`src/core/isr_pkg.sv`:
```
// Constants, command codes and bit positions of the status reporting core.
// Assumes one clock domain; included by the event register and the top.
// ===========================================================================
// Summary of operation
// - Event bits latch until explicitly cleared
// - Event query or clear-status clears event bits
// - Reset command leaves event bits unchanged
// - Event query returns all bits as one byte
// - Enables read/write; enable gates latching; reads harmless
// - Clear-status keeps every enable register intact
// - Status bit 4 follows output queue holding data
// - Clearing event register clears its summary bit
// - Status bits 0, 1, 7 read zero
// - Status bit 2 set while error queue nonempty
// - Status bit 3 summarises enabled questionable bits
// - Status bit 5 summarises enabled standard events
// - Bit 6 master summary raises service request
// - Clear-status or group read clears summary bits
// - Writing zero to service mask clears it
// - Status query returns current status byte
// - Completion bit set when overlapped operations finish
// - Query error bit set on three causes
// - Device, execution, syntax errors set bits 3-5
// - Power-on bit set after reset until read
// - Standard event bits 1 and 6 read zero
package isr_pkg;
   localparam int unsigned ISR_W = 8;

   // Command codes seen on the command port
   typedef enum logic [3:0] {
      ISR_CMD_CLS,
      ISR_CMD_ESR_Q,
      ISR_CMD_ESE_W,
      ISR_CMD_ESE_Q,
      ISR_CMD_SRE_W,
      ISR_CMD_SRE_Q,
      ISR_CMD_STB_Q,
      ISR_CMD_OPC,
      ISR_CMD_RST,
      ISR_CMD_QES_Q,
      ISR_CMD_QEE_W,
      ISR_CMD_QEE_Q
   } isr_cmd_e;

   // Standard event bit positions
   localparam int unsigned ESB_OPC = 0;
   localparam int unsigned ESB_QRY = 2;
   localparam int unsigned ESB_DEV = 3;
   localparam int unsigned ESB_EXE = 4;
   localparam int unsigned ESB_CMD = 5;
   localparam int unsigned ESB_PON = 7;
   localparam logic [7:0] ESR_USED = 8'hbd;
   localparam logic [7:0] ESR_RST = 8'h80;

   // Status byte bit positions
   localparam int unsigned SBB_ERQ = 2;
   localparam int unsigned SBB_QUE = 3;
   localparam int unsigned SBB_MAV = 4;
   localparam int unsigned SBB_ESB = 5;
   localparam int unsigned SBB_MSS = 6;
   localparam logic [7:0] SRE_MASK = 8'hbf;

   // Reset values of the enable registers and questionable events
   localparam logic [7:0] ENA_RST = 8'h00;
   localparam logic [7:0] QUE_RST = 8'h00;
endpackage

```
`src/core/isr_event_reg.sv`:
```
// Eight-bit sticky event register with per-bit enable gating.
// Assumes set, enable and clear come from logic on the same clock.
`timescale 1ns/1ps
`default_nettype none
module isr_event_reg
   import isr_pkg::*;
#(
   parameter logic [7:0] RST_VAL = 8'h00,
   parameter logic [7:0] USED = 8'hff
) (
   input wire logic mclk, // System clock
   input wire logic rstn, // Synchronous reset, active low
   input wire logic [7:0] setEv, // Event pulses per bit
   input wire logic [7:0] enable, // Enable mask per bit
   input wire logic clear, // Clear all bits
   output logic [7:0] evNext, // Next register value
   output logic [7:0] evQ // Latched event bits
);
   // ========================================================================
   // Per-bit latch, set wins over clear
   genvar i;
   generate
      for (i = 0; i < 8; i++) begin : g_bit
         assign evNext[i] = USED[i] &
            ((evQ[i] & ~clear) | (setEv[i] & enable[i]));
         always_ff @(posedge mclk) begin
            if (!rstn) begin
               evQ[i] <= RST_VAL[i];
            end else begin
               evQ[i] <= evNext[i];
            end
         end
      end
   endgenerate
endmodule
`default_nettype wire

```
`src/core/isr_status_core.sv`:
```
// Status reporting core: standard and questionable event registers, enables,
// status byte and service request, driven by common command strobes.
// Assumes the command parser and event sources share mclk.
`timescale 1ns/1ps
`default_nettype none
module isr_status_core
   import isr_pkg::*;
(
   input wire logic mclk, // 100 MHz clock
   input wire logic rstn, // Synchronous reset, active low
   input wire logic cmdValid, // Command strobe, one cycle
   input wire logic [3:0] cmdCode, // Command code
   input wire logic [7:0] cmdData, // Write value for mask commands
   input wire logic opPending, // Overlapped operations still running
   input wire logic errQueueEmptyRead, // Error queue read while empty
   input wire logic errQueueEarlyRead, // Queue read before new command
   input wire logic ioBufFull, // Input or output buffer full
   input wire logic devError, // Device-specific error pulse
   input wire logic execError, // Execution error pulse
   input wire logic syntaxError, // Command syntax error pulse
   input wire logic errQueueNotEmpty, // Error queue holds an entry
   input wire logic outQueueNotEmpty, // Output queue holds a message
   input wire logic [7:0] quesEvents, // Questionable condition pulses
   output logic respValid, // Query answer strobe
   output logic [7:0] respData, // Query answer value
   output logic [7:0] statusByte, // Current status byte
   output logic serviceReq // Service request
);
   // ========================================================================
   // Command decode
   logic isCls, isEsrQ, isEseW, isEseQ, isSreW, isSreQ, isStbQ;
   logic isOpc, isRst, isQesQ, isQeeW, isQeeQ;
   always_comb begin
      isCls = cmdValid && cmdCode == ISR_CMD_CLS;
      isEsrQ = cmdValid && cmdCode == ISR_CMD_ESR_Q;
      isEseW = cmdValid && cmdCode == ISR_CMD_ESE_W;
      isEseQ = cmdValid && cmdCode == ISR_CMD_ESE_Q;
      isSreW = cmdValid && cmdCode == ISR_CMD_SRE_W;
      isSreQ = cmdValid && cmdCode == ISR_CMD_SRE_Q;
      isStbQ = cmdValid && cmdCode == ISR_CMD_STB_Q;
      isOpc = cmdValid && cmdCode == ISR_CMD_OPC;
      isRst = cmdValid && cmdCode == ISR_CMD_RST;
      isQesQ = cmdValid && cmdCode == ISR_CMD_QES_Q;
      isQeeW = cmdValid && cmdCode == ISR_CMD_QEE_W;
      isQeeQ = cmdValid && cmdCode == ISR_CMD_QEE_Q;
   end

   // ========================================================================
   // Enable registers, written only by their own commands
   logic [7:0] eseQ, eseD, sreQ, sreD, qeeQ, qeeD;
   always_comb begin
      eseD = isEseW ? cmdData : eseQ;
      sreD = isSreW ? cmdData : sreQ;
      qeeD = isQeeW ? cmdData : qeeQ;
   end
   always_ff @(posedge mclk) begin
      if (!rstn) begin
         eseQ <= ENA_RST;
         sreQ <= ENA_RST;
         qeeQ <= ENA_RST;
      end else begin
         eseQ <= eseD;
         sreQ <= sreD;
         qeeQ <= qeeD;
      end
   end

   // ========================================================================
   // Operation complete tracking after the completion command
   logic opcArmQ, opcDone;
   assign opcDone = opcArmQ && !opPending;
   always_ff @(posedge mclk) begin
      if (!rstn) begin
         opcArmQ <= 1'b0;
      end else if (isOpc) begin
         opcArmQ <= 1'b1;
      end else if (opcDone) begin
         opcArmQ <= 1'b0;
      end
   end

   // ========================================================================
   // Standard event sources; power-on bit comes from the reset value
   logic [7:0] stdSet, esrNext, esrQ;
   logic esrClear;
   always_comb begin
      stdSet = 8'h00;
      stdSet[ESB_OPC] = opcDone;
      stdSet[ESB_QRY] = errQueueEmptyRead | errQueueEarlyRead |
         ioBufFull;
      stdSet[ESB_DEV] = devError;
      stdSet[ESB_EXE] = execError;
      stdSet[ESB_CMD] = syntaxError;
   end
   // The reset command is deliberately absent from the clear term
   assign esrClear = isCls | isEsrQ;

   isr_event_reg #(
      .RST_VAL(ESR_RST),
      .USED(ESR_USED)
   ) u_std (
      .mclk(mclk),
      .rstn(rstn),
      .setEv(stdSet),
      .enable(eseD),
      .clear(esrClear),
      .evNext(esrNext),
      .evQ(esrQ)
   );

   // ========================================================================
   // Questionable event register
   logic [7:0] quesNext, quesQ;
   logic quesClear;
   assign quesClear = isCls | isQesQ;

   isr_event_reg #(
      .RST_VAL(QUE_RST),
      .USED(8'hff)
   ) u_ques (
      .mclk(mclk),
      .rstn(rstn),
      .setEv(quesEvents),
      .enable(qeeD),
      .clear(quesClear),
      .evNext(quesNext),
      .evQ(quesQ)
   );

   // ========================================================================
   // Status byte built from next-state values so it moves with its causes
   logic [7:0] stbD;
   logic mssD;
   always_comb begin
      stbD = 8'h00;
      stbD[SBB_ERQ] = errQueueNotEmpty;
      stbD[SBB_QUE] = |(quesNext & qeeD);
      stbD[SBB_MAV] = outQueueNotEmpty;
      stbD[SBB_ESB] = |(esrNext & eseD);
      mssD = |(stbD & sreD & SRE_MASK);
      stbD[SBB_MSS] = mssD;
   end

   // Status byte and service request outputs
   always_ff @(posedge mclk) begin
      if (!rstn) begin
         statusByte <= 8'h00;
         serviceReq <= 1'b0;
      end else begin
         statusByte <= stbD;
         serviceReq <= mssD;
      end
   end

   // ========================================================================
   // Query answers, one cycle after the command; reads of enables are pure
   always_ff @(posedge mclk) begin
      if (!rstn) begin
         respValid <= 1'b0;
         respData <= 8'h00;
      end else begin
         respValid <= isEsrQ | isEseQ | isSreQ | isStbQ | isQesQ | isQeeQ;
         if (isEsrQ) begin
            respData <= esrQ;
         end else if (isQesQ) begin
            respData <= quesQ;
         end else if (isEseQ) begin
            respData <= eseQ;
         end else if (isSreQ) begin
            respData <= sreQ;
         end else if (isQeeQ) begin
            respData <= qeeQ;
         end else if (isStbQ) begin
            respData <= statusByte;
         end
      end
   end

   // ========================================================================
   // Assertions
   logic stdQuiet;
   assign stdQuiet = stdSet == 8'h00;
endmodule
`default_nettype wire

```
`config.mk`:
```
export PLATFORM = sky130hd
export DESIGN_NAME = isr_status_core
export DESIGN_NICKNAME = d
export VERILOG_FILES = /design/src/core/isr_pkg.sv /design/src/core/isr_event_reg.sv /design/src/core/isr_status_core.sv
export SDC_FILE = /design/constraint.sdc
export NUM_CORES = 1
export LEC_CHECK = 0
export ABC_AREA = 0
export BUFFER_PORTS_ARGS = -buffer_cell sky130_fd_sc_hd__buf_2
export CAP_MARGIN = 30
export CORE_UTILIZATION = 49
export CTS_BUF_LIST = sky130_fd_sc_hd__clkbuf_16
export DETAILED_ROUTE_END_ITERATION = 12
export PLACE_DENSITY_LB_ADDON = 0.05
export SLEW_MARGIN = 5
export SYNTH_ARGS = -nofsm -noshare
export SYNTH_HDL_FRONTEND = slang
export SYNTH_SLANG_ARGS = --single-unit
```
`constraint.sdc`:
```
create_clock -name mclk -period 2.6 [get_ports mclk]
set_input_delay 0.52 -clock mclk [delete_from_list [all_inputs] [get_ports mclk]]
set_output_delay 0.52 -clock mclk [all_outputs]
set_load 0.01 [all_outputs]
```
# Word level (Yosys, flattened, before mapping)
# Cells that the tools add are included.
# word_totals
ff_bits,57
output_inout_bits,18
# classes
n_eq_ne,10
n_reduce_logical,21
bitwise_logic,55
mux,11
# op_table
op,count
two-way mux 8 bit,9
AND 1 bit,27
OR 1 bit,22
AND 8 bit,2
equality test 4 x 3 -> 1 bit (second input constant),4
OR reduction 8 bit,2
equality test 4 bit (second input constant),3
logical AND 1 bit,12
AND 6 x 8 -> 8 bit,1
equality test 4 x 2 -> 1 bit (second input constant),2
OR reduction 7 bit,1
nonzero test 6 bit,1
nonzero test 5 bit,1
equality test 4 x 1 -> 1 bit (second input constant),1
logical NOT 4 bit,1
inverter 1 bit,3
two-way mux 1 bit,2
nonzero test 2 bit,1
OR reduction 2 bit,1
logical NOT 1 bit,1

# Longest topological paths before layout
# logic_depth
word_depth,10
ltp_mapped,8
ltp_nobuf,6

# Modules after synthesis
# From an unflattened synthesis, not the netlist that was laid out.
# hier_totals
hier_cells,322
area_unflattened_um2,2854.0
# by_module_without_submodules
module,area_per_inst_um2,seq_area_each_um2,cells_each,instances
isr_status_core,2157.1,780.7,247,1
isr_event_reg (u_ques),360.3,160.2,40,1
isr_event_reg (u_std),336.6,120.1,35,1

# Least setup slack after synthesis
# No wires, ideal clock.
# synth_timing
kind,input port to flip-flop
startpoint,input cmdCode[0]
endpoint,register statusByte[6]
required_ps,2483
n_path_buf,1
arrival_time_ps,2434
setup_slack_ps,49
stages,7
cell_sequence,buf_4 -> nand2b_2 -> nor2_2 -> mux2_2 -> a22o_1 -> or4_1 -> a32o_1
# synth_between
elab_chain_cells,10
elab_cells_between_ends,65
cone_classes,5 x eq/ne; 3 x mux; 47 x bitwise; 10 x reduce/logical
# synth_lines
element,line_no,text
from (decl),isr_status_core.sv:12,"input wire logic [3:0] cmdCode,"
"equality test 4 bit, or another cell as far along",isr_status_core.sv:43,isQesQ = cmdValid && cmdCode == ISR_CMD_QES_Q;
"logical AND 1 bit, on equally long branches","isr_status_core.sv:43, isr_status_core.sv:34, isr_status_core.sv:35",
"OR 1 bit, on equally long branches","isr_status_core.sv:115, isr_status_core.sv:96",
"inverter 1 bit, on equally long branches",-,
AND 1 bit,isr_event_reg.sv:25,((evQ[i] & ~clear) | (setEv[i] & enable[i]));
OR 1 bit,isr_event_reg.sv:25,
"AND 8 bit, on equally long branches","isr_status_core.sv:137, isr_status_core.sv:139",
"OR reduction 8 bit, on equally long branches","isr_status_core.sv:137, isr_status_core.sv:139",
AND 6 x 8 -> 8 bit (*),isr_status_core.sv:140,mssD = |(stbD & sreD & SRE_MASK);
OR reduction 7 bit (*),isr_status_core.sv:140,
to (signal assigned),isr_status_core.sv:150,statusByte <= stbD;
to (decl),isr_status_core.sv:26,"output logic [7:0] statusByte,"
# Every way passes the cells marked *; elsewhere a longest branch is shown, timed or not.
# A chain may end at the register's enable or synchronous reset.

# Worst setup path after layout
# layout_timing
startpoint,input cmdCode[1]
endpoint,register statusByte[6]
# The elaborated chain is that of the path after synthesis.

==> out/metrics.yaml <==
run_status:
  status: "finished clean"
synth:
  synth_commonest_cells: "53 x dfxtp_1, 36 x nor2b_1, 28 x a21oi_1, 22 x nand2_1, 19 x mux2i_1"
  yosys_most_used_dff: "dfxtp_1"
  synth_cells: 303
  synth-seq-cells: 53
  avgSynthCellArea_um2: 8.77
  yosys-top-cells-area: "dfxtp_1 40%, nor2b_1 8.5%, mux2i_1 7.2%, a21oi_1 5.3%, nand2_1 3.1%"
  async_flop_share: 0
  synth_area_um2: 2660
  seq_area_frac_synth: 0.399
  synth-edff-count: 0
  yosys_warnings: 0
  yosysUniqueCellTypes: 47
  synth_most_common_cell: "dfxtp_1"
  yosysTopAreaCellShare: 0.399
  yosysTopAreaCell: "dfxtp_1"
worst_setup_path:
  r2r_end: "statusByte[6]$_SDFF_PN0_"
  crit_arrival_ns: 2.43
  slowest_delay_ns: 0.49
  worst_path_max_delay_cell: "or4_1"
  reg2reg_depth: 4
  cp_data_required_time_ns: 2.79
  worstPathCellList: "buf_2 -> nand3b_1 -> nor2_2 -> buf_12 -> mux2_2 -> a22o_1 -> or4_1 -> a32o_1"
  reg2reg_slack_ns: 0.99
  setup.worst_path.start_class: "input pin"
  r2r_start: "qeeQ[6]$_SDFF_PN0_"
  crit_path_end_kind: "register"
  crit_type: "input pin to register"
  path_max_fanout: 11
power_and_ir_drop:
  powerDensity_nw_per_um2: 526
  ir_worst_vdd_uv: 388
  p_leak_nw: 1.36
global_route:
  grt_pass1_wl_um: 10300
  grt_max_degree: 41
  grt_pass1_vias: 2089
  grt_overflow_total: 0
  grt_use_total: 0.250
  antenna_found_initial: 0
sta:
  tightestPinTransition_ns: 0.598
  period_needed_ns: 2.24
  slew_headroom: 0.600
  min_period_over_period: 0.862
  finalSetupViolCount: 0
  rsz0062_at_grt: "no"
  fmax_ghz: 0.446
  finClkSkew_ns: 0.00382
  fin_ws_ns: 0.358
  finalMaxSlewViolations: 0
  fin_tns_setup_ns: 0
  final-hold-violation-count: 0
drt:
  drc_errors: 0
  via_count: 2349
  drt_iter0_drc: 98
  wl_per_cell_um: 15.4
  vias_per_cell: 5.41
  drt-total-wl_um: 6660
  drtAntennaViolNets: 0
  dr.pass1.iters: 4
final_layout:
  layout.nets: 395
  multi_input_area_um2: 1470
  fin_area_um2: 3200
  final_core_util: 0.619
  syn_to_final_growth_pct: 20.4
  nFillCells: 488
  seqCellArea_um2: 1060
  drive_gt1_frac: 0.253
  diodes: 0
hold_path:
  hold_depth: 2
  worstHoldStart: "outQueueNotEmpty"
  min_to: "statusByte[4]$_SDFF_PN0_"
  hp-class: "input pin to register"
clock_network:
  clock_sinks: 53
  h-tree-depth: 2
  clk_latency_ns: 0.29
  cts_tree: "yes"
  hold_buffers: 0
  cts_resized: 0
  cts_buffers: 5
  cts_setup_buffers: 0
  cts_root_buf: "clkbuf_16"
  clockBufferDepth: 2
  clk_pin_slew_ns: 0.07
placement:
  place_ws_ns: 0.0617
  place_area_um2: 3060
  hpwlAfterDp_um: 5120
  gp_congestion: 0.917
  io_buffer_count: 46
floorplan:
  die_x_um: 75.6
  start_util: 0.514
  rows: 26
  coreArea_um2: 5170
  dieArea_um2: 5720
  die_h_um: 75.6
  ios: 50
run:
  maxCapViolCount: 0
==> worst max-delay path by stage <==
stage                    start                        to  depth (start not counted)
global placement    cmdCode[1]  statusByte[6]$_SDFF_PN0_                          8
floorplan           cmdCode[0]  statusByte[6]$_SDFF_PN0_                          7
global route        cmdCode[1]  statusByte[6]$_SDFF_PN0_                          8
finish              cmdCode[1]  statusByte[6]$_SDFF_PN0_                          8
CTS                 cmdCode[1]  statusByte[6]$_SDFF_PN0_                          8
detailed placement  cmdCode[1]  statusByte[6]$_SDFF_PN0_                          8
==> logic make-up after synthesis <==
group / Yosys count / synth area share
compound gates: 85 / 0.206
xor+xnor: 2 / 0.00659
buf+inv: 23 / 0.0504
flops: 53 / 0.399
mux: 23 / 0.0899
other cells: 1 / 0.00141
simple gates: 116 / 0.246
==> where the power goes <==
| group | leakage [nW] | internal (mW) | switching (mW) |
|---|---|---|---|
| logic | 0.858 | 0.0894 | 0.104 |
| registers | 0.429 | 0.829 | 0.0103 |
| clock network | 0.0712 | 0.354 | 0.295 |
==> registers in the layout (all words and copies together), names as in the netlist, 5 cells and up <==
name	flops
eseQ	8
qeeQ	8
respData	8
sreQ	8
u_ques.evQ	8
u_std.evQ	6
statusByte	5
==> cell type report <==
cell class | count | area share
Tap cell | 70 | 0.0274
Clock inverter | 3 | 0.00548
Inverter | 4 | 0.00469
Timing Repair Buffer | 70 | 0.132
Multi-Input combinational cell | 229 | 0.460
Sequential cell | 53 | 0.332
Clock buffer | 5 | 0.0391
==> critical path: cells and delay by family <==
family | cells | cell delay [ns]
AND/OR/NAND/NOR | 3 | 0.82
AO/OA/AOI/OAI | 2 | 0.39
multiplexers | 1 | 0.35
buffers and inverters | 2 | 0.34
==> per-layer routing <==
metal / part of all wire / up-vias / track usage
met2: 0.49 / 48 / 0.430
li1: - / 1183 / -
met4: 0.015 / 0 / 0.0679
met5: 0 / - / 0
met3: 0.038 / 8 / 0.0437
met1: 0.46 / 1110 / 0.325
==> cells in the final DEF (no fill, tap or decap), drive strengths merged, types with 2 or more instances in the layout <==
cell type / count
buf: 70
dfxtp: 53
nor2b: 36
a21oi: 29
nand2: 22
mux2i: 19
nor2: 18
and2: 13
o21ai: 13
nand3: 10
a22oi: 8
a21boi: 6
o22ai: 5
o21a: 5
clkbuf: 5
a21o: 4
a211o: 4
nor3: 4
inv: 4
mux2: 4
nand2b: 4
conb: 3
clkinv: 3
xnor2: 2
a22o: 2
or4: 2
nand4: 2
o22a: 2
==> stage by stage <==
stage	total power [mW]	hold slack, ns	cells
3_5_place_dp	1.05	0.466	426
2_1_floorplan	0.976	0.441	305
3_3_place_gp	1.05	0.456	426
6_report	1.68	0.442	434
4_1_cts	1.70	0.439	434
5_1_grt	1.75	0.457	434
Power figures use the tool's default switching activity.
